--- src/hdl/scc_clk_regs.vh ---
// Purpose: constants for the system clock controller
// Assumes: 10 MHz controller clock
// Notes:   definitions only
`ifndef SCC_CLK_REGS_VH
`define SCC_CLK_REGS_VH

`define SCC_CLK_PERIOD_NS  100
`define SCC_XTAL_START_NS  1000000
`define SCC_LF_START_NS    1000000000
`define SCC_XTAL_START_CYC (`SCC_XTAL_START_NS / `SCC_CLK_PERIOD_NS)
`define SCC_LF_START_CYC   (`SCC_LF_START_NS / `SCC_CLK_PERIOD_NS)

`define SCC_GAP_LAST       2'h1
`define SCC_DIV_RST        2'h1
`define SCC_CNT_ZERO       3'h0
`define SCC_LF_RC          2'h0
`define SCC_LF_XTAL        2'h1
`define SCC_LF_EXT         2'h2
`define SCC_CAL_W          24
`define SCC_CAL_ZERO       24'h00_0000
`define SCC_CAL_ONE        24'h00_0001
`define SCC_LEN_ZERO       8'h00
`define SCC_LEN_ONE        8'h01

`endif

--- src/hdl/scc_tmr.v ---
// Purpose: start-up timer, done after LIMIT cycles of run
// Assumes: run low clears the count
// Notes:   done stays high while run stays high
`timescale 1ns/100ps
`default_nettype none
module scc_tmr #(
  parameter WIDTH = 24,
  parameter LIMIT = 10000
) (
  input  wire             clk,
  input  wire             reset_n,
  input  wire             run,
  output reg              done_ff
);
  reg  [WIDTH-1:0] cnt_ff;
  wire [WIDTH-1:0] lim = LIMIT[WIDTH-1:0];

  always @(posedge clk or negedge reset_n) begin
    if (!reset_n) begin
      cnt_ff  <= {WIDTH{1'b0}};
      done_ff <= 1'b0;
    end else if (!run) begin
      cnt_ff  <= {WIDTH{1'b0}};
      done_ff <= 1'b0;
    end else if (!done_ff) begin
      cnt_ff  <= cnt_ff + {{(WIDTH-1){1'b0}}, 1'b1};
      done_ff <= (cnt_ff == lim - {{(WIDTH-1){1'b0}}, 1'b1});
    end
  end
endmodule // scc_tmr
`default_nettype wire

--- src/hdl/scc_div.v ---
// Purpose: system clock halver and cpu clock divider
// Assumes: src_tick pulses once per gated fast source period
// Notes:   a new divisor takes effect only at a count wrap
`timescale 1ns/100ps
`default_nettype none
`include "scc_clk_regs.vh"
module scc_div (
  input  wire       clk,
  input  wire       reset_n,
  input  wire       src_tick,
  input  wire [1:0] div_code,
  output reg        sys_clk_ff,
  output reg        sys_tick_ff,
  output reg        cpu_tick_ff,
  output reg  [1:0] div_cur_ff
);
  reg  [2:0] cnt_ff;

  // last count value before wrap for a divide-by 1, 2, 4 or 8
  function [2:0] last_of;
    input [1:0] code;
    begin
      last_of = (3'h1 << code) - 3'h1;
    end
  endfunction

  wire wrap = (cnt_ff == last_of(div_cur_ff));

  always @(posedge clk or negedge reset_n) begin
    if (!reset_n) begin
      sys_clk_ff  <= 1'b0;
      sys_tick_ff <= 1'b0;
      cpu_tick_ff <= 1'b0;
      cnt_ff      <= `SCC_CNT_ZERO;
      div_cur_ff  <= `SCC_DIV_RST;
    end else begin
      sys_tick_ff <= src_tick & ~sys_clk_ff;
      cpu_tick_ff <= src_tick & wrap;
      if (src_tick) begin
        sys_clk_ff <= ~sys_clk_ff;
        if (wrap) begin
          // changing only at wrap never yields a short cpu period
          cnt_ff     <= `SCC_CNT_ZERO;
          div_cur_ff <= div_code;
        end else begin
          cnt_ff <= cnt_ff + 3'h1;
        end
      end
    end
  end
endmodule // scc_div
`default_nettype wire

--- src/hdl/scc_clk_ctrl.v ---
// Purpose: fast and low frequency clock control of a system controller
// Assumes: all inputs synchronous to clk; *_tick inputs are one-cycle
// Notes:   oscillator clocks are represented by tick pulses
`timescale 1ns/100ps
`default_nettype none
`include "scc_clk_regs.vh"
// Function
// - system clock is fast source halved
// - software picks crystal or rc fast source
// - crystal may power down while rc selected
// - current fast source is readable
// - cpu clock divides source by 1/2/4/8
// - cpu divider resets to divide by two
// - crystal switched off during sleep
// - fast start-up wakes on rc at once
// - auto mode switches to crystal when stable
// - source indication shows auto switch done
// - manual switch starts a stopped crystal
// - manual switch waits for stable crystal
// - low domain runs from rc after reset
// - external low source selection is sticky
// - three low sources: rc, crystal, clock
// - external low source makes pin input
// - low crystal disables both pin pull-ups
// - low crystal gets about one second start
// - low domain runs, calibrated against system
module scc_clk_ctrl #(
  parameter XTAL_START_CYC = `SCC_XTAL_START_CYC,
  parameter LF_START_CYC   = `SCC_LF_START_CYC
) (
  input  wire                  clk,
  input  wire                  reset_n,
  input  wire                  xtal_tick,
  input  wire                  rc_tick,
  input  wire                  lf_tick,
  input  wire                  clk_sel_wr,
  input  wire                  clk_sel_xtal,
  input  wire                  clk_sel_pd,
  input  wire                  div_wr,
  input  wire [1:0]            div_code,
  input  wire                  fs_wr,
  input  wire                  fs_en,
  input  wire                  fs_auto,
  input  wire                  sleep_enter,
  input  wire                  wake,
  input  wire                  lf_sel_wr,
  input  wire [1:0]            lf_mode,
  input  wire                  cal_start,
  input  wire [7:0]            cal_len,
  output reg                   xtal_on_ff,
  output reg                   rc_on_ff,
  output reg                   gate_xtal_ff,
  output reg                   gate_rc_ff,
  output reg                   clk_src_xtal_ff,
  output wire                  sys_clk,
  output wire                  cpu_tick,
  output wire [1:0]            cpu_div_cur,
  output reg  [1:0]            lf_mode_ff,
  output reg                   lf_rc_en_ff,
  output reg                   lf_xtal_en_ff,
  output reg                   lf_src_ext_ff,
  output reg                   low_clock_input_pin_in_ff,
  output reg                   low_clock_input_pin_pu_dis_ff,
  output reg                   low_crystal_output_pin_pu_dis_ff,
  output reg                   cal_busy_ff,
  output reg                   cal_done_ff,
  output reg  [`SCC_CAL_W-1:0] cal_result_ff
);
  localparam ST_RUN   = 2'h0;
  localparam ST_WAIT  = 2'h1;
  localparam ST_GAP   = 2'h2;
  localparam ST_SLEEP = 2'h3;
  localparam CAL_IDLE = 2'h0;
  localparam CAL_SYNC = 2'h1;
  localparam CAL_RUN  = 2'h2;

  reg  [1:0]            st_ff;
  reg  [1:0]            gap_ff;
  reg                   tgt_xtal_ff;
  reg                   xtal_pd_ff;
  reg                   fs_en_ff;
  reg                   fs_auto_ff;
  reg  [1:0]            div_req_ff;
  reg  [1:0]            cal_st_ff;
  reg  [7:0]            cal_left_ff;
  reg  [`SCC_CAL_W-1:0] cal_cnt_ff;
  wire                  xtal_rdy;
  wire                  lf_xtal_rdy;
  wire                  sys_tick;
  wire                  src_tick;

  // only the gated source reaches the dividers
  assign src_tick = (gate_xtal_ff & xtal_tick) | (gate_rc_ff & rc_tick);

  // the start-up count restarts whenever the crystal loses power
  scc_tmr #(.WIDTH(24), .LIMIT(XTAL_START_CYC)) u_xtal_tmr (
    .clk     (clk),
    .reset_n (reset_n),
    .run     (xtal_on_ff),
    .done_ff (xtal_rdy)
  );

  scc_tmr #(.WIDTH(32), .LIMIT(LF_START_CYC)) u_lf_tmr (
    .clk     (clk),
    .reset_n (reset_n),
    .run     (lf_xtal_en_ff),
    .done_ff (lf_xtal_rdy)
  );

  scc_div u_div (
    .clk         (clk),
    .reset_n     (reset_n),
    .src_tick    (src_tick),
    .div_code    (div_req_ff),
    .sys_clk_ff  (sys_clk),
    .sys_tick_ff (sys_tick),
    .cpu_tick_ff (cpu_tick),
    .div_cur_ff  (cpu_div_cur)
  );

  // software settings
  always @(posedge clk or negedge reset_n) begin
    if (!reset_n) begin
      div_req_ff <= `SCC_DIV_RST;
      fs_en_ff   <= 1'b0;
      fs_auto_ff <= 1'b0;
      xtal_pd_ff <= 1'b0;
    end else begin
      if (div_wr)
        div_req_ff <= div_code;
      if (fs_wr) begin
        fs_en_ff   <= fs_en;
        fs_auto_ff <= fs_auto;
      end
      if (clk_sel_wr)
        xtal_pd_ff <= clk_sel_pd & ~clk_sel_xtal;
    end
  end

  // fast source sequencer; break-before-make with a dead gap
  always @(posedge clk or negedge reset_n) begin
    if (!reset_n) begin
      st_ff           <= ST_WAIT;
      gap_ff          <= 2'h0;
      tgt_xtal_ff     <= 1'b1;
      xtal_on_ff      <= 1'b1;
      rc_on_ff        <= 1'b1;
      gate_xtal_ff    <= 1'b0;
      gate_rc_ff      <= 1'b1;
      clk_src_xtal_ff <= 1'b0;
    end else if (sleep_enter && st_ff != ST_SLEEP) begin
      // sleep overrides a pending switch; the current source becomes the wake target
      st_ff        <= ST_SLEEP;
      xtal_on_ff   <= 1'b0;
      rc_on_ff     <= 1'b0;
      gate_xtal_ff <= 1'b0;
      gate_rc_ff   <= 1'b0;
      tgt_xtal_ff  <= clk_src_xtal_ff;
    end else begin
      case (st_ff)
        ST_SLEEP: begin
          if (wake) begin
            rc_on_ff <= 1'b1;
            if (!tgt_xtal_ff) begin
              gate_rc_ff <= 1'b1;
              st_ff      <= ST_RUN;
            end else if (fs_en_ff) begin
              gate_rc_ff      <= 1'b1;
              clk_src_xtal_ff <= 1'b0;
              xtal_on_ff      <= fs_auto_ff;
              st_ff           <= fs_auto_ff ? ST_WAIT : ST_RUN;
            end else begin
              // no fast start: hold the clock until the crystal settles
              xtal_on_ff <= 1'b1;
              st_ff      <= ST_WAIT;
            end
          end
        end
        ST_RUN: begin
          if (clk_sel_wr) begin
            if (clk_sel_xtal && !clk_src_xtal_ff) begin
              xtal_on_ff  <= 1'b1;
              tgt_xtal_ff <= 1'b1;
              st_ff       <= ST_WAIT;
            end else if (!clk_sel_xtal && clk_src_xtal_ff) begin
              gate_xtal_ff <= 1'b0;
              tgt_xtal_ff  <= 1'b0;
              gap_ff       <= 2'h0;
              st_ff        <= ST_GAP;
            end else if (!clk_sel_xtal) begin
              xtal_on_ff <= ~clk_sel_pd;
            end
          end
        end
        ST_WAIT: begin
          if (clk_sel_wr && !clk_sel_xtal && gate_rc_ff) begin
            xtal_on_ff <= ~clk_sel_pd;
            st_ff      <= ST_RUN;
          end else if (xtal_rdy) begin
            gate_rc_ff  <= 1'b0;
            tgt_xtal_ff <= 1'b1;
            gap_ff      <= 2'h0;
            st_ff       <= ST_GAP;
          end
        end
        // gap: both gates stay closed two cycles before the target opens
        default: begin
          if (gap_ff == `SCC_GAP_LAST) begin
            gate_xtal_ff    <= tgt_xtal_ff;
            gate_rc_ff      <= ~tgt_xtal_ff;
            clk_src_xtal_ff <= tgt_xtal_ff;
            if (!tgt_xtal_ff && xtal_pd_ff)
              xtal_on_ff <= 1'b0;
            st_ff <= ST_RUN;
          end else begin
            gap_ff <= gap_ff + 2'h1;
          end
        end
      endcase
    end
  end

  // low frequency source selection
  always @(posedge clk or negedge reset_n) begin
    if (!reset_n) begin
      lf_mode_ff                       <= `SCC_LF_RC;
      lf_rc_en_ff                      <= 1'b1;
      lf_xtal_en_ff                    <= 1'b0;
      lf_src_ext_ff                    <= 1'b0;
      low_clock_input_pin_in_ff        <= 1'b0;
      low_clock_input_pin_pu_dis_ff    <= 1'b0;
      low_crystal_output_pin_pu_dis_ff <= 1'b0;
    end else begin
      // an rc request after an external choice is ignored
      if (lf_sel_wr && lf_mode_ff == `SCC_LF_RC &&
          (lf_mode == `SCC_LF_XTAL || lf_mode == `SCC_LF_EXT)) begin
        lf_mode_ff                <= lf_mode;
        low_clock_input_pin_in_ff <= 1'b1;
        lf_xtal_en_ff             <= (lf_mode == `SCC_LF_XTAL);
        if (lf_mode == `SCC_LF_XTAL) begin
          low_clock_input_pin_pu_dis_ff    <= 1'b1;
          low_crystal_output_pin_pu_dis_ff <= 1'b1;
        end
      end
      // the rc keeps the domain alive until the crystal has settled
      if (lf_mode_ff == `SCC_LF_EXT ||
          (lf_mode_ff == `SCC_LF_XTAL && lf_xtal_rdy)) begin
        lf_src_ext_ff <= 1'b1;
        lf_rc_en_ff   <= 1'b0;
      end
    end
  end

  // low clock calibration: system ticks over cal_len low periods
  always @(posedge clk or negedge reset_n) begin
    if (!reset_n) begin
      cal_st_ff     <= CAL_IDLE;
      cal_left_ff   <= `SCC_LEN_ZERO;
      cal_cnt_ff    <= `SCC_CAL_ZERO;
      cal_busy_ff   <= 1'b0;
      cal_done_ff   <= 1'b0;
      cal_result_ff <= `SCC_CAL_ZERO;
    end else begin
      cal_done_ff <= 1'b0;
      case (cal_st_ff)
        CAL_IDLE: begin
          if (cal_start && cal_len != `SCC_LEN_ZERO) begin
            cal_left_ff <= cal_len;
            cal_cnt_ff  <= `SCC_CAL_ZERO;
            cal_busy_ff <= 1'b1;
            cal_st_ff   <= CAL_SYNC;
          end
        end
        CAL_SYNC: begin
          if (lf_tick)
            cal_st_ff <= CAL_RUN;
        end
        default: begin
          if (sys_tick)
            cal_cnt_ff <= cal_cnt_ff + `SCC_CAL_ONE;
          if (lf_tick) begin
            if (cal_left_ff == `SCC_LEN_ONE) begin
              cal_result_ff <= cal_cnt_ff +
                               (sys_tick ? `SCC_CAL_ONE : `SCC_CAL_ZERO);
              cal_done_ff   <= 1'b1;
              cal_busy_ff   <= 1'b0;
              cal_st_ff     <= CAL_IDLE;
            end else begin
              cal_left_ff <= cal_left_ff - `SCC_LEN_ONE;
            end
          end
        end
      endcase
    end
  end
endmodule // scc_clk_ctrl
`default_nettype wire

--- config.mk ---
export PLATFORM = sky130hd
export DESIGN_NAME = scc_clk_ctrl
export DESIGN_NICKNAME = d
export VERILOG_FILES = /design/src/hdl/scc_tmr.v /design/src/hdl/scc_div.v /design/src/hdl/scc_clk_ctrl.v
export VERILOG_INCLUDE_DIRS = /design/src /design/src/hdl
export SDC_FILE = /design/constraint.sdc
export NUM_CORES = 1
export LEC_CHECK = 0
export BUFFER_PORTS_ARGS = -buffer_cell sky130_fd_sc_hd__buf_2
export CAP_MARGIN = 25
export CELL_PAD_IN_SITES_DETAIL_PLACEMENT = 1
export CELL_PAD_IN_SITES_GLOBAL_PLACEMENT = 2
export CORE_AREA = 2 2 148 150
export DETAILED_ROUTE_END_ITERATION = 10
export DIE_AREA = 0 0 150 152
export PLACE_DENSITY = 0.88
export SYNTH_ARGS = -nofsm -noshare
export SYNTH_HDL_FRONTEND = slang
export SYNTH_SLANG_ARGS = --single-unit
--- constraint.sdc ---
create_clock -name clk -period 2.25 [get_ports clk]
set_input_delay 0.45 -clock clk [delete_from_list [all_inputs] [get_ports clk]]
set_output_delay 0.45 -clock clk [all_outputs]
set_load 0.005 [all_outputs]
==> results of run 1 <==
==> final timing paths <==
check | start | end | slack, ns | cells past startpoint
min in group asynchronous | reset_n | u_lf_tmr.cnt_ff[26]$_DFFE_PN0P_ | 0.51 | 2
max in group asynchronous | reset_n | st_ff[0]$_DFFE_PN1P_ | 1.02 | 3
hold reg to reg | lf_rc_en_ff$_DFFE_PN1P_ | lf_rc_en_ff$_DFFE_PN1P_ | 0.44 | 2
hold / removal | fs_en | fs_en_ff$_DFFE_PN0P_ | 0.22 | 3
setup / recovery | u_xtal_tmr.cnt_ff[9]$_DFFE_PN0P_ | u_xtal_tmr.cnt_ff[18]$_DFFE_PN0P_ | 0.13 | 4
setup reg to reg | u_xtal_tmr.cnt_ff[9]$_DFFE_PN0P_ | u_xtal_tmr.cnt_ff[18]$_DFFE_PN0P_ | 0.13 | 4
==> state kept, by name (all words and copies together) (netlist names), 3 cells and up <==
signal and cells:
cal_left_ff 8, cal_result_ff 24, u_div.cnt_ff 3, u_lf_tmr.cnt_ff 32, u_xtal_tmr.cnt_ff 24, cal_cnt_ff 24
==> worst max-delay path, stage by stage, from the launching register on <==
cell and delay [ns]:
dfrtp_1 0.44, nand4_2 0.16, or4_1 0.72, or4_1 0.56, a21oi_1 0.15
==> report_power, final <==
part | internal, mW | switching [mW] | total, mW | leakage (nW)
sequential | 3.25 | 0.731 | 3.99 | 1.94
clock | 2.09 | 1.18 | 3.27 | 0.307
combinational | 0.981 | 1.09 | 2.08 | 1.80
==> cell families (layout without fill, tap and decap cells) <==
family / count (synthesis) / after routing / share of synthesized area, %
muxes: 21 / 21 / 2.77
buffers and inverters: 70 / 165 / 3.79
adders and majority gates: 11 / 11 / 1.73
xor gates and xnor gates: 43 / 43 / 4.73
and+or+nand+nor: 360 / 360 / 24.9
AOI/OAI and AO/OA: 198 / 198 / 15.4
DFF: 148 / 148 / 46.7
==> timing repair <==
item / in CTS / in global routing
hold endpoints to repair: 38 / 0
hold buffers: 1 / 0
setup buffers: 0 / 5
setup endpoints to repair: 0 / 19
gates resized for setup: 0 / 1
==> metal layers <==
| metal | part of all wire (%) | global-route usage (%) |
|---|---|---|
| met1 | 47 | 25.7 |
| met2 | 49 | 31.5 |
| met3 | 2.3 | 2.91 |
| met4 | 1.2 | 6.11 |
| met5 | 0 | 0 |
==> area by class of cell <==
class                           instances  area, sq um  share of cell area (%)
Multi-Input combinational cell        633         3960                    41.7
Sequential cell                       148         3710                    39.1
Timing Repair Buffer                  109          719                    7.58
Clock buffer                           20          437                    4.60
Tap cell                              280          350                    3.69
Clock inverter                         12          228                    2.40
Inverter                               24         90.1                   0.949
==> metrics by stage <==
step,power (mW),utilization [%],hold WS [ns],std cells
CTS,9.41,44.1,0.205,1220
detailed placement,6.09,40.9,0.405,1187
global placement,6.00,40.9,0.404,1187
floorplan,5.22,-,0.154,851
global route,9.93,44.5,0.224,1226
finish,9.33,44.5,0.220,1226
==> cell usage in the layout (no fill, tap or decap), types with 16 or more instances in the layout <==
cell type	count
xor2_1	26
dfrtp_1	140
nor4_1	17
buf_2	69
clkbuf_16	18
o21ai_0	44
xnor2_1	17
or3_1	22
buf_4	33
nor2_1	72
inv_1	23
or4_1	33
a21oi_1	70
nor3_1	16
nand2_1	60
o31ai_1	26
nand3_1	35
nand4_1	29
==> report_table.html, run 1 <==
<table>
<tr><th>Metric</th><th>Value</th></tr>
<tr><th colspan="2">Status</th></tr>
<tr><td>Status</td><td>finished clean</td></tr>
<tr><th colspan="2">Clocking</th></tr>
<tr><td>Clock tree root buffer cell</td><td>clkbuf_16</td></tr>
<tr><td>Worst-case clock buffer depth</td><td>2</td></tr>
<tr><td>Clock Pin Slew Worst Setup and Hold Paths</td><td>about 0.06 ns</td></tr>
<tr><td>Inserted Clock Buffers</td><td>17</td></tr>
<tr><td>H-tree depth</td><td>4</td></tr>
<tr><td>Clock tree from TritonCTS</td><td>done</td></tr>
<tr><td>Clock insertion delay at the later pin of the skew report</td><td>around 0.43 ns</td></tr>
<tr><td>Clock Sink Count</td><td>around 150</td></tr>
<tr><th colspan="2">Synth</th></tr>
<tr><td>Async S/R FF share, synth</td><td>100%</td></tr>
<tr><td>Top cell type by total area after synthesis</td><td>dfrtp_1</td></tr>
<tr><td>Syn_nets</td><td>890</td></tr>
<tr><td>Post-synthesis sequential element count</td><td>approximately 150</td></tr>
<tr><td>Netlist area before placement</td><td>between 0.007 and 0.008 sq mm</td></tr>
<tr><td>Synthesized instance count</td><td>around 850</td></tr>
<tr><td>Number of warnings reported in the yosys synthesis log</td><td>0</td></tr>
<tr><td>Predominant post-synthesis flop cell</td><td>dfrtp_1</td></tr>
<tr><td>Top cells by area, synth</td><td>dfrtp_1 (44%), a21oi_1 (4.4%), nor2_1 (3.4%), or4_1 (3.1%), xor2_1 (2.9%)</td></tr>
<tr><td>Top cell type's share of synthesized area</td><td>about 44%</td></tr>
<tr><td>Post-synth top cells</td><td>dfrtp_1 (140), nor2_1 (72), a21oi_1 (70)</td></tr>
<tr><td>Number of synthesized flops with an enable pin</td><td>0</td></tr>
<tr><td>Synth Area per Inst</td><td>just over 9 sq um</td></tr>
<tr><td>Share of synthesized area occupied by flip-flops and latches</td><td>roughly 47%</td></tr>
<tr><td>Post-synth cell types</td><td>66</td></tr>
<tr><td>Most numerous cell in the Yosys netlist</td><td>dfrtp_1</td></tr>
<tr><th colspan="2">Timing</th></tr>
<tr><td>Highest clock rate</td><td>~470 MHz</td></tr>
<tr><td>Unrepaired setup endpoints after global routing</td><td>false</td></tr>
<tr><td>Clock skew after layout</td><td>approximately 0.010 ns</td></tr>
<tr><td>Final worst slack</td><td>roughly 0.13 ns</td></tr>
<tr><td>Time the worst path needs with I/O delays and setup</td><td>2.12 ns</td></tr>
<tr><td>Remaining max-slew budget at the tightest pin</td><td>between 40% and 50%</td></tr>
<tr><td>Final hold viol count</td><td>0</td></tr>
<tr><td>Pin slew with the least headroom to its limit</td><td>~0.76 ns</td></tr>
<tr><td>Setup violators final</td><td>0</td></tr>
<tr><td>Fraction of the cycle the final worst path needs</td><td>between 90% and 100%</td></tr>
<tr><td>Number of pins exceeding their max-slew limit in the final report</td><td>0</td></tr>
<tr><td>Total negative setup slack</td><td>0 ns</td></tr>
<tr><th colspan="2">Global route</th></tr>
<tr><td>GRT overflow</td><td>0</td></tr>
<tr><td>Global-route wire length before repair</td><td>approximately 36000 um</td></tr>
<tr><td>Vias in the first global route</td><td>around 7k</td></tr>
<tr><td>Total global routing track utilization</td><td>a little under a fifth</td></tr>
<tr><td>Largest net degree at the start of global routing</td><td>between 40 and 50</td></tr>
<tr><td>Antenna violations before repair</td><td>0</td></tr>
<tr><th colspan="2">Die</th></tr>
<tr><td>Die area</td><td>0.0228 sq mm</td></tr>
<tr><td>Die width</td><td>150 um</td></tr>
<tr><td>Core area</td><td>between 0.02 and 0.025 sq mm</td></tr>
<tr><td>Initial core utilization</td><td>between 30% and 40%</td></tr>
<tr><td>Height of the chip</td><td>152 um</td></tr>
<tr><td>Ports placed on the boundary</td><td>a little over 70</td></tr>
<tr><td>Row cnt</td><td>54</td></tr>
<tr><th colspan="2">Cells and area</th></tr>
<tr><td>Ratio of cells with drive above 1 in the final layout</td><td>~18%</td></tr>
<tr><td>Number of diodes added for antenna fixing</td><td>0</td></tr>
<tr><td>Summed area of non-filler cells in the final layout</td><td>0.00949 sq mm</td></tr>
<tr><td>Area growth from synthesis to final layout</td><td>19.3%</td></tr>
<tr><td>Number of filler instances in the final layout</td><td>2500</td></tr>
<tr><td>Count of nets after finishing</td><td>972</td></tr>
<tr><th colspan="2">Route</th></tr>
<tr><td>Total Wirelength</td><td>approximately 21000 um</td></tr>
<tr><td>DRC marker count from the first detailed-route iteration</td><td>approximately 310</td></tr>
<tr><td>Number of remaining DRC errors</td><td>0</td></tr>
<tr><td>Router iterations before antenna repair</td><td>6</td></tr>
<tr><td>Remaining antenna violation count</td><td>0</td></tr>
<tr><td>Routed wirelength normalized by instance count</td><td>17.1 um</td></tr>
<tr><td>Number of vias in the routed layout</td><td>around 6.9k</td></tr>
<tr><td>Via-per-instance ratio</td><td>5.63</td></tr>
<tr><th colspan="2">Place</th></tr>
<tr><td>Post-detailed-placement half-perimeter wirelength</td><td>around 14000 um</td></tr>
<tr><td>Number of port buffers</td><td>70</td></tr>
<tr><td>Worst slack, placed</td><td>roughly 0.11 ns</td></tr>
<tr><td>Post-placement cell area</td><td>0.00874 sq mm</td></tr>
<tr><td>Final GP Congestion</td><td>just under 0.8</td></tr>
<tr><th colspan="2">Critical path</th></tr>
<tr><td>Type of destination of the critical path</td><td>register</td></tr>
<tr><td>Data arrival at the endpoint of the critical path</td><td>approximately 2.5 ns</td></tr>
<tr><td>Critical path start-end classification</td><td>reg -&gt; reg</td></tr>
<tr><td>Worst Path Max Fanout</td><td>9</td></tr>
<tr><td>WP data required</td><td>roughly 2.6 ns</td></tr>
<tr><td>Startpoint kind of the worst setup timing path</td><td>register</td></tr>
<tr><th colspan="2">Min path</th></tr>
<tr><td>Worst min path class</td><td>in -&gt; reg</td></tr>
<tr><th colspan="2">Power and ir drop</th></tr>
<tr><td>Worst ir drop on vdd</td><td>around 0.00052 V</td></tr>
<tr><td>Static Leak</td><td>just over 4 nW</td></tr>
<tr><td>Total power density per cell area</td><td>983 mW/mm^2</td></tr>
<tr><th colspan="2">Run</th></tr>
<tr><td>MaxCap Viol Count</td><td>0</td></tr>
</table>
Power figures use the tool's default switching activity.
==> run 2: changes to the inputs <==
- CORE_AREA: 2 2 148 150 -> 2 2 122 183
- DIE_AREA: 0 0 150 152 -> 0 0 124 185
- PLACE_DENSITY: 0.88 -> 0.79
- REMOVE_ABC_BUFFERS: unset -> 1
==> run 2 against run 1 <==
- utilization decreased by 0.65 points
- flip-flop and latch count unchanged
- clock skew increased by 0.0014 ns
- clock power decreased by 17%
- register-to-register slack got worse by 0.03 ns
- design area decreased by 0.91%
- sequential power decreased by 2%
- first-iteration DRC count decreased by 24%
- highest routed layer unchanged
- power decreased by 6.1%
- wire length increased by 0.48%
- via count decreased by 1.5%
==> report_table.html, run 2 (synthesis gave the netlist of run 1 again) <==
<table>
<tr><th>Metric</th><th>Value</th></tr>
<tr><th colspan="2">Critical path</th></tr>
<tr><td>Delay of the slowest cell on the worst path</td><td>roughly 0.65 ns</td></tr>
<tr><td>WP data required</td><td>around 2.6 ns</td></tr>
<tr><td>Type of destination of the critical path</td><td>register</td></tr>
<tr><td>Family of cells with the greatest summed delay on the critical path</td><td>simple AND/OR/NAND/NOR gates</td></tr>
<tr><td>Worst Path Max Fanout</td><td>3</td></tr>
<tr><td>Data arrival at the endpoint of the critical path</td><td>between 2 and 2.5 ns</td></tr>
<tr><td>Startpoint of the most critical setup path</td><td>cal_left_ff[1]$_DFFE_PN0P_</td></tr>
<tr><td>Slowest library cell on the worst path</td><td>or4b_2</td></tr>
<tr><td>Crit-path cells</td><td>inv_1 -&gt; ha_1 -&gt; or4b_2 -&gt; nor3_4 -&gt; buf_4 -&gt; mux2_2</td></tr>
<tr><td>Buf/Inv on CP</td><td>2</td></tr>
<tr><td>Startpoint kind of the worst setup timing path</td><td>register</td></tr>
<tr><td>R2R Path Start</td><td>cal_left_ff[1]$_DFFE_PN0P_</td></tr>
<tr><td>Critical path start-end classification</td><td>reg -&gt; reg</td></tr>
<tr><th colspan="2">Place</th></tr>
<tr><td>Worst slack, placed</td><td>between 0.1 and 0.15 ns</td></tr>
<tr><td>Count of placed standard cells including taps</td><td>approximately 1.2k</td></tr>
<tr><td>Number of port buffers</td><td>70</td></tr>
<tr><td>Final GP Congestion</td><td>about 0.82</td></tr>
<tr><td>Post-placement cell area</td><td>0.00880 sq mm</td></tr>
<tr><td>Post-detailed-placement half-perimeter wirelength</td><td>around 15000 um</td></tr>
<tr><th colspan="2">Power and ir drop</th></tr>
<tr><td>Total power density per cell area</td><td>about 930 mW/mm^2</td></tr>
<tr><td>Final Power</td><td>between 8 and 9 mW</td></tr>
<tr><td>Static Leak</td><td>about 4 nW</td></tr>
<tr><td>Worst ir drop on vdd</td><td>between 0.0004 and 0.0005 V</td></tr>
<tr><th colspan="2">Cells and area</th></tr>
<tr><td>Number of diodes added for antenna fixing</td><td>0</td></tr>
<tr><td>Summed area of non-filler cells in the final layout</td><td>around 0.0094 sq mm</td></tr>
<tr><td>Post-layout instance count excluding filler cells</td><td>1224</td></tr>
<tr><td>Area growth from synthesis to final layout</td><td>18.2%</td></tr>
<tr><td>Most common cell after layout, fill and taps aside</td><td>dfrtp_1</td></tr>
<tr><td>Flip-flop count of the largest register, all copies and words added</td><td>32</td></tr>
<tr><td>Count of nets after finishing</td><td>between 900 and 1k</td></tr>
<tr><td>Largest Register</td><td>u_lf_tmr.cnt_ff</td></tr>
<tr><td>Ratio of cells with drive above 1 in the final layout</td><td>around a fifth</td></tr>
<tr><td>Leading cell types in the layout, fill and taps excluded</td><td>dfrtp_1 (140), nor2_1 (72), a21oi_1 (70), buf_2 (69), nand2_1 (60)</td></tr>
<tr><td>Number of filler instances in the final layout</td><td>roughly 2.5k</td></tr>
<tr><th colspan="2">Timing</th></tr>
<tr><td>Final hold viol count</td><td>0</td></tr>
<tr><td>Clock skew after layout</td><td>0.0119 ns</td></tr>
<tr><td>Number of pins exceeding their max-slew limit in the final report</td><td>0</td></tr>
<tr><td>Unrepaired setup endpoints after global routing</td><td>false</td></tr>
<tr><td>Fraction of the cycle the final worst path needs</td><td>95.2%</td></tr>
<tr><td>Highest clock rate</td><td>about 470 MHz</td></tr>
<tr><td>Remaining max-slew budget at the tightest pin</td><td>a little under half</td></tr>
<tr><td>Setup violators final</td><td>0</td></tr>
<tr><td>Time the worst path needs with I/O delays and setup</td><td>2.14 ns</td></tr>
<tr><td>Final worst slack</td><td>0.109 ns</td></tr>
<tr><td>Total negative setup slack</td><td>0 ns</td></tr>
<tr><td>Pin slew with the least headroom to its limit</td><td>0.819 ns</td></tr>
<tr><th colspan="2">Die</th></tr>
<tr><td>Core area</td><td>roughly 0.021 sq mm</td></tr>
<tr><td>Die area</td><td>0.0229 sq mm</td></tr>
<tr><td>Row cnt</td><td>66</td></tr>
<tr><td>Initial core utilization</td><td>between 30% and 40%</td></tr>
<tr><td>Ports placed on the boundary</td><td>71</td></tr>
<tr><td>Height of the chip</td><td>185 um</td></tr>
<tr><td>Die width</td><td>roughly 120 um</td></tr>
<tr><th colspan="2">Global route</th></tr>
<tr><td>Total global routing track utilization</td><td>19.6%</td></tr>
<tr><td>Global-route wire length before repair</td><td>approximately 36000 um</td></tr>
<tr><td>Antenna violations before repair</td><td>0</td></tr>
<tr><td>Largest net degree at the start of global routing</td><td>44</td></tr>
<tr><td>Vias in the first global route</td><td>about 7.2k</td></tr>
<tr><td>GRT overflow</td><td>0</td></tr>
<tr><th colspan="2">Run</th></tr>
<tr><td>MaxCap Viol Count</td><td>0</td></tr>
<tr><th colspan="2">Route</th></tr>
<tr><td>Total Wirelength</td><td>approximately 21000 um</td></tr>
<tr><td>Router iterations before antenna repair</td><td>4</td></tr>
<tr><td>Routed wirelength normalized by instance count</td><td>around 17 um</td></tr>
<tr><td>DRC marker count from the first detailed-route iteration</td><td>about 240</td></tr>
<tr><td>Number of vias in the routed layout</td><td>roughly 6.8k</td></tr>
<tr><td>Remaining antenna violation count</td><td>0</td></tr>
<tr><td>Via-per-instance ratio</td><td>approximately 5.6</td></tr>
<tr><td>Number of remaining DRC errors</td><td>0</td></tr>
<tr><th colspan="2">Min path</th></tr>
<tr><td>Worst min path class</td><td>in -&gt; reg</td></tr>
<tr><td>Startpoint of the tightest hold check path</td><td>fs_en</td></tr>
<tr><th colspan="2">Clocking</th></tr>
<tr><td>Clock tree root buffer cell</td><td>clkbuf_16</td></tr>
<tr><td>Clock insertion delay at the later pin of the skew report</td><td>between 0.4 and 0.5 ns</td></tr>
<tr><td>Clock tree from TritonCTS</td><td>done</td></tr>
<tr><td>Clock Sink Count</td><td>148</td></tr>
<tr><td>H-tree depth</td><td>4</td></tr>
<tr><td>Inserted Clock Buffers</td><td>17</td></tr>
<tr><td>Worst-case clock buffer depth</td><td>2</td></tr>
<tr><td>Clock Pin Slew Worst Setup and Hold Paths</td><td>roughly 0.070 ns</td></tr>
<tr><th colspan="2">Status</th></tr>
<tr><td>Status</td><td>finished clean</td></tr>
</table>
## run 2: cell types whose count changed in the layout (fill, tap and decap cells not counted), sizes merged
| cell | change |
|---|---|
| inv | +6 |
| clkinvlp | -1 |
| clkbuf | -2 |
| bufinv | -6 |
| buf | +6 |
| clkinv | +3 |
## run 2: worst paths after layout
kind | depth (start not counted) | to | slack, ns
max | 6 | cal_result_ff[1]$_DFFE_PN0P_ | 0.11
min | 3 | fs_en_ff$_DFFE_PN0P_ | 0.21
max reg2reg | 6 | cal_result_ff[1]$_DFFE_PN0P_ | 0.11
min reg2reg | 2 | lf_rc_en_ff$_DFFE_PN1P_ | 0.44
max in group asynchronous | 3 | u_div.div_cur_ff[0]$_DFFE_PN1P_ | 1.10
min in group asynchronous | 2 | u_lf_tmr.cnt_ff[25]$_DFFE_PN0P_ | 0.52
## run 2: per-stage QoR
step	hold slack, ns	util, %
global placement	0.422	41.0
CTS	0.203	43.6
detailed placement	0.417	41.0
finish	0.213	43.8
floorplan	0.154	-
global route	0.235	43.8
## run 2: what timing repair did
action	4_1_cts	5_1_grt
hold buffers	1	0
endpoints found under the setup margin	0	12
endpoints found under the hold margin	37	0
buffers inserted	0	2
gates resized for setup	0	2
## run 2: layer usage
metal / global-route usage, % / share of wire [%]
met5: 0 / 0
met4: 7.33 / 2.2
met1: 22.1 / 41
met2: 36.7 / 54
met3: 2.96 / 2.1
## run 2: area by class of cell
| class | count | area (sq um) | share of cell area, % |
|---|---|---|---|
| Clock buffer | 18 | 439 | 4.67 |
| Clock inverter | 14 | 115 | 1.22 |
| Inverter | 24 | 90.1 | 0.958 |
| Multi-Input combinational cell | 633 | 3960 | 42.1 |
| Sequential cell | 148 | 3710 | 39.5 |
| Tap cell | 272 | 340 | 3.62 |
| Timing Repair Buffer | 115 | 752 | 7.99 |
## run 2: worst reg2reg max path, cell delays in order (launching register included)
cell	delay [ns]
dfrtp_1	0.39
inv_1	0.11
ha_1	0.14
or4b_2	0.65
nor3_4	0.23
buf_4	0.18
mux2_2	0.33
## run 2: power by group
part | internal (mW) | leakage, nW | total, mW | switching, mW
Sequential | 3.25 | 1.94 | 3.93 | 0.682
Clock | 1.47 | 0.266 | 2.71 | 1.25
Combinational | 0.993 | 1.83 | 2.11 | 1.12
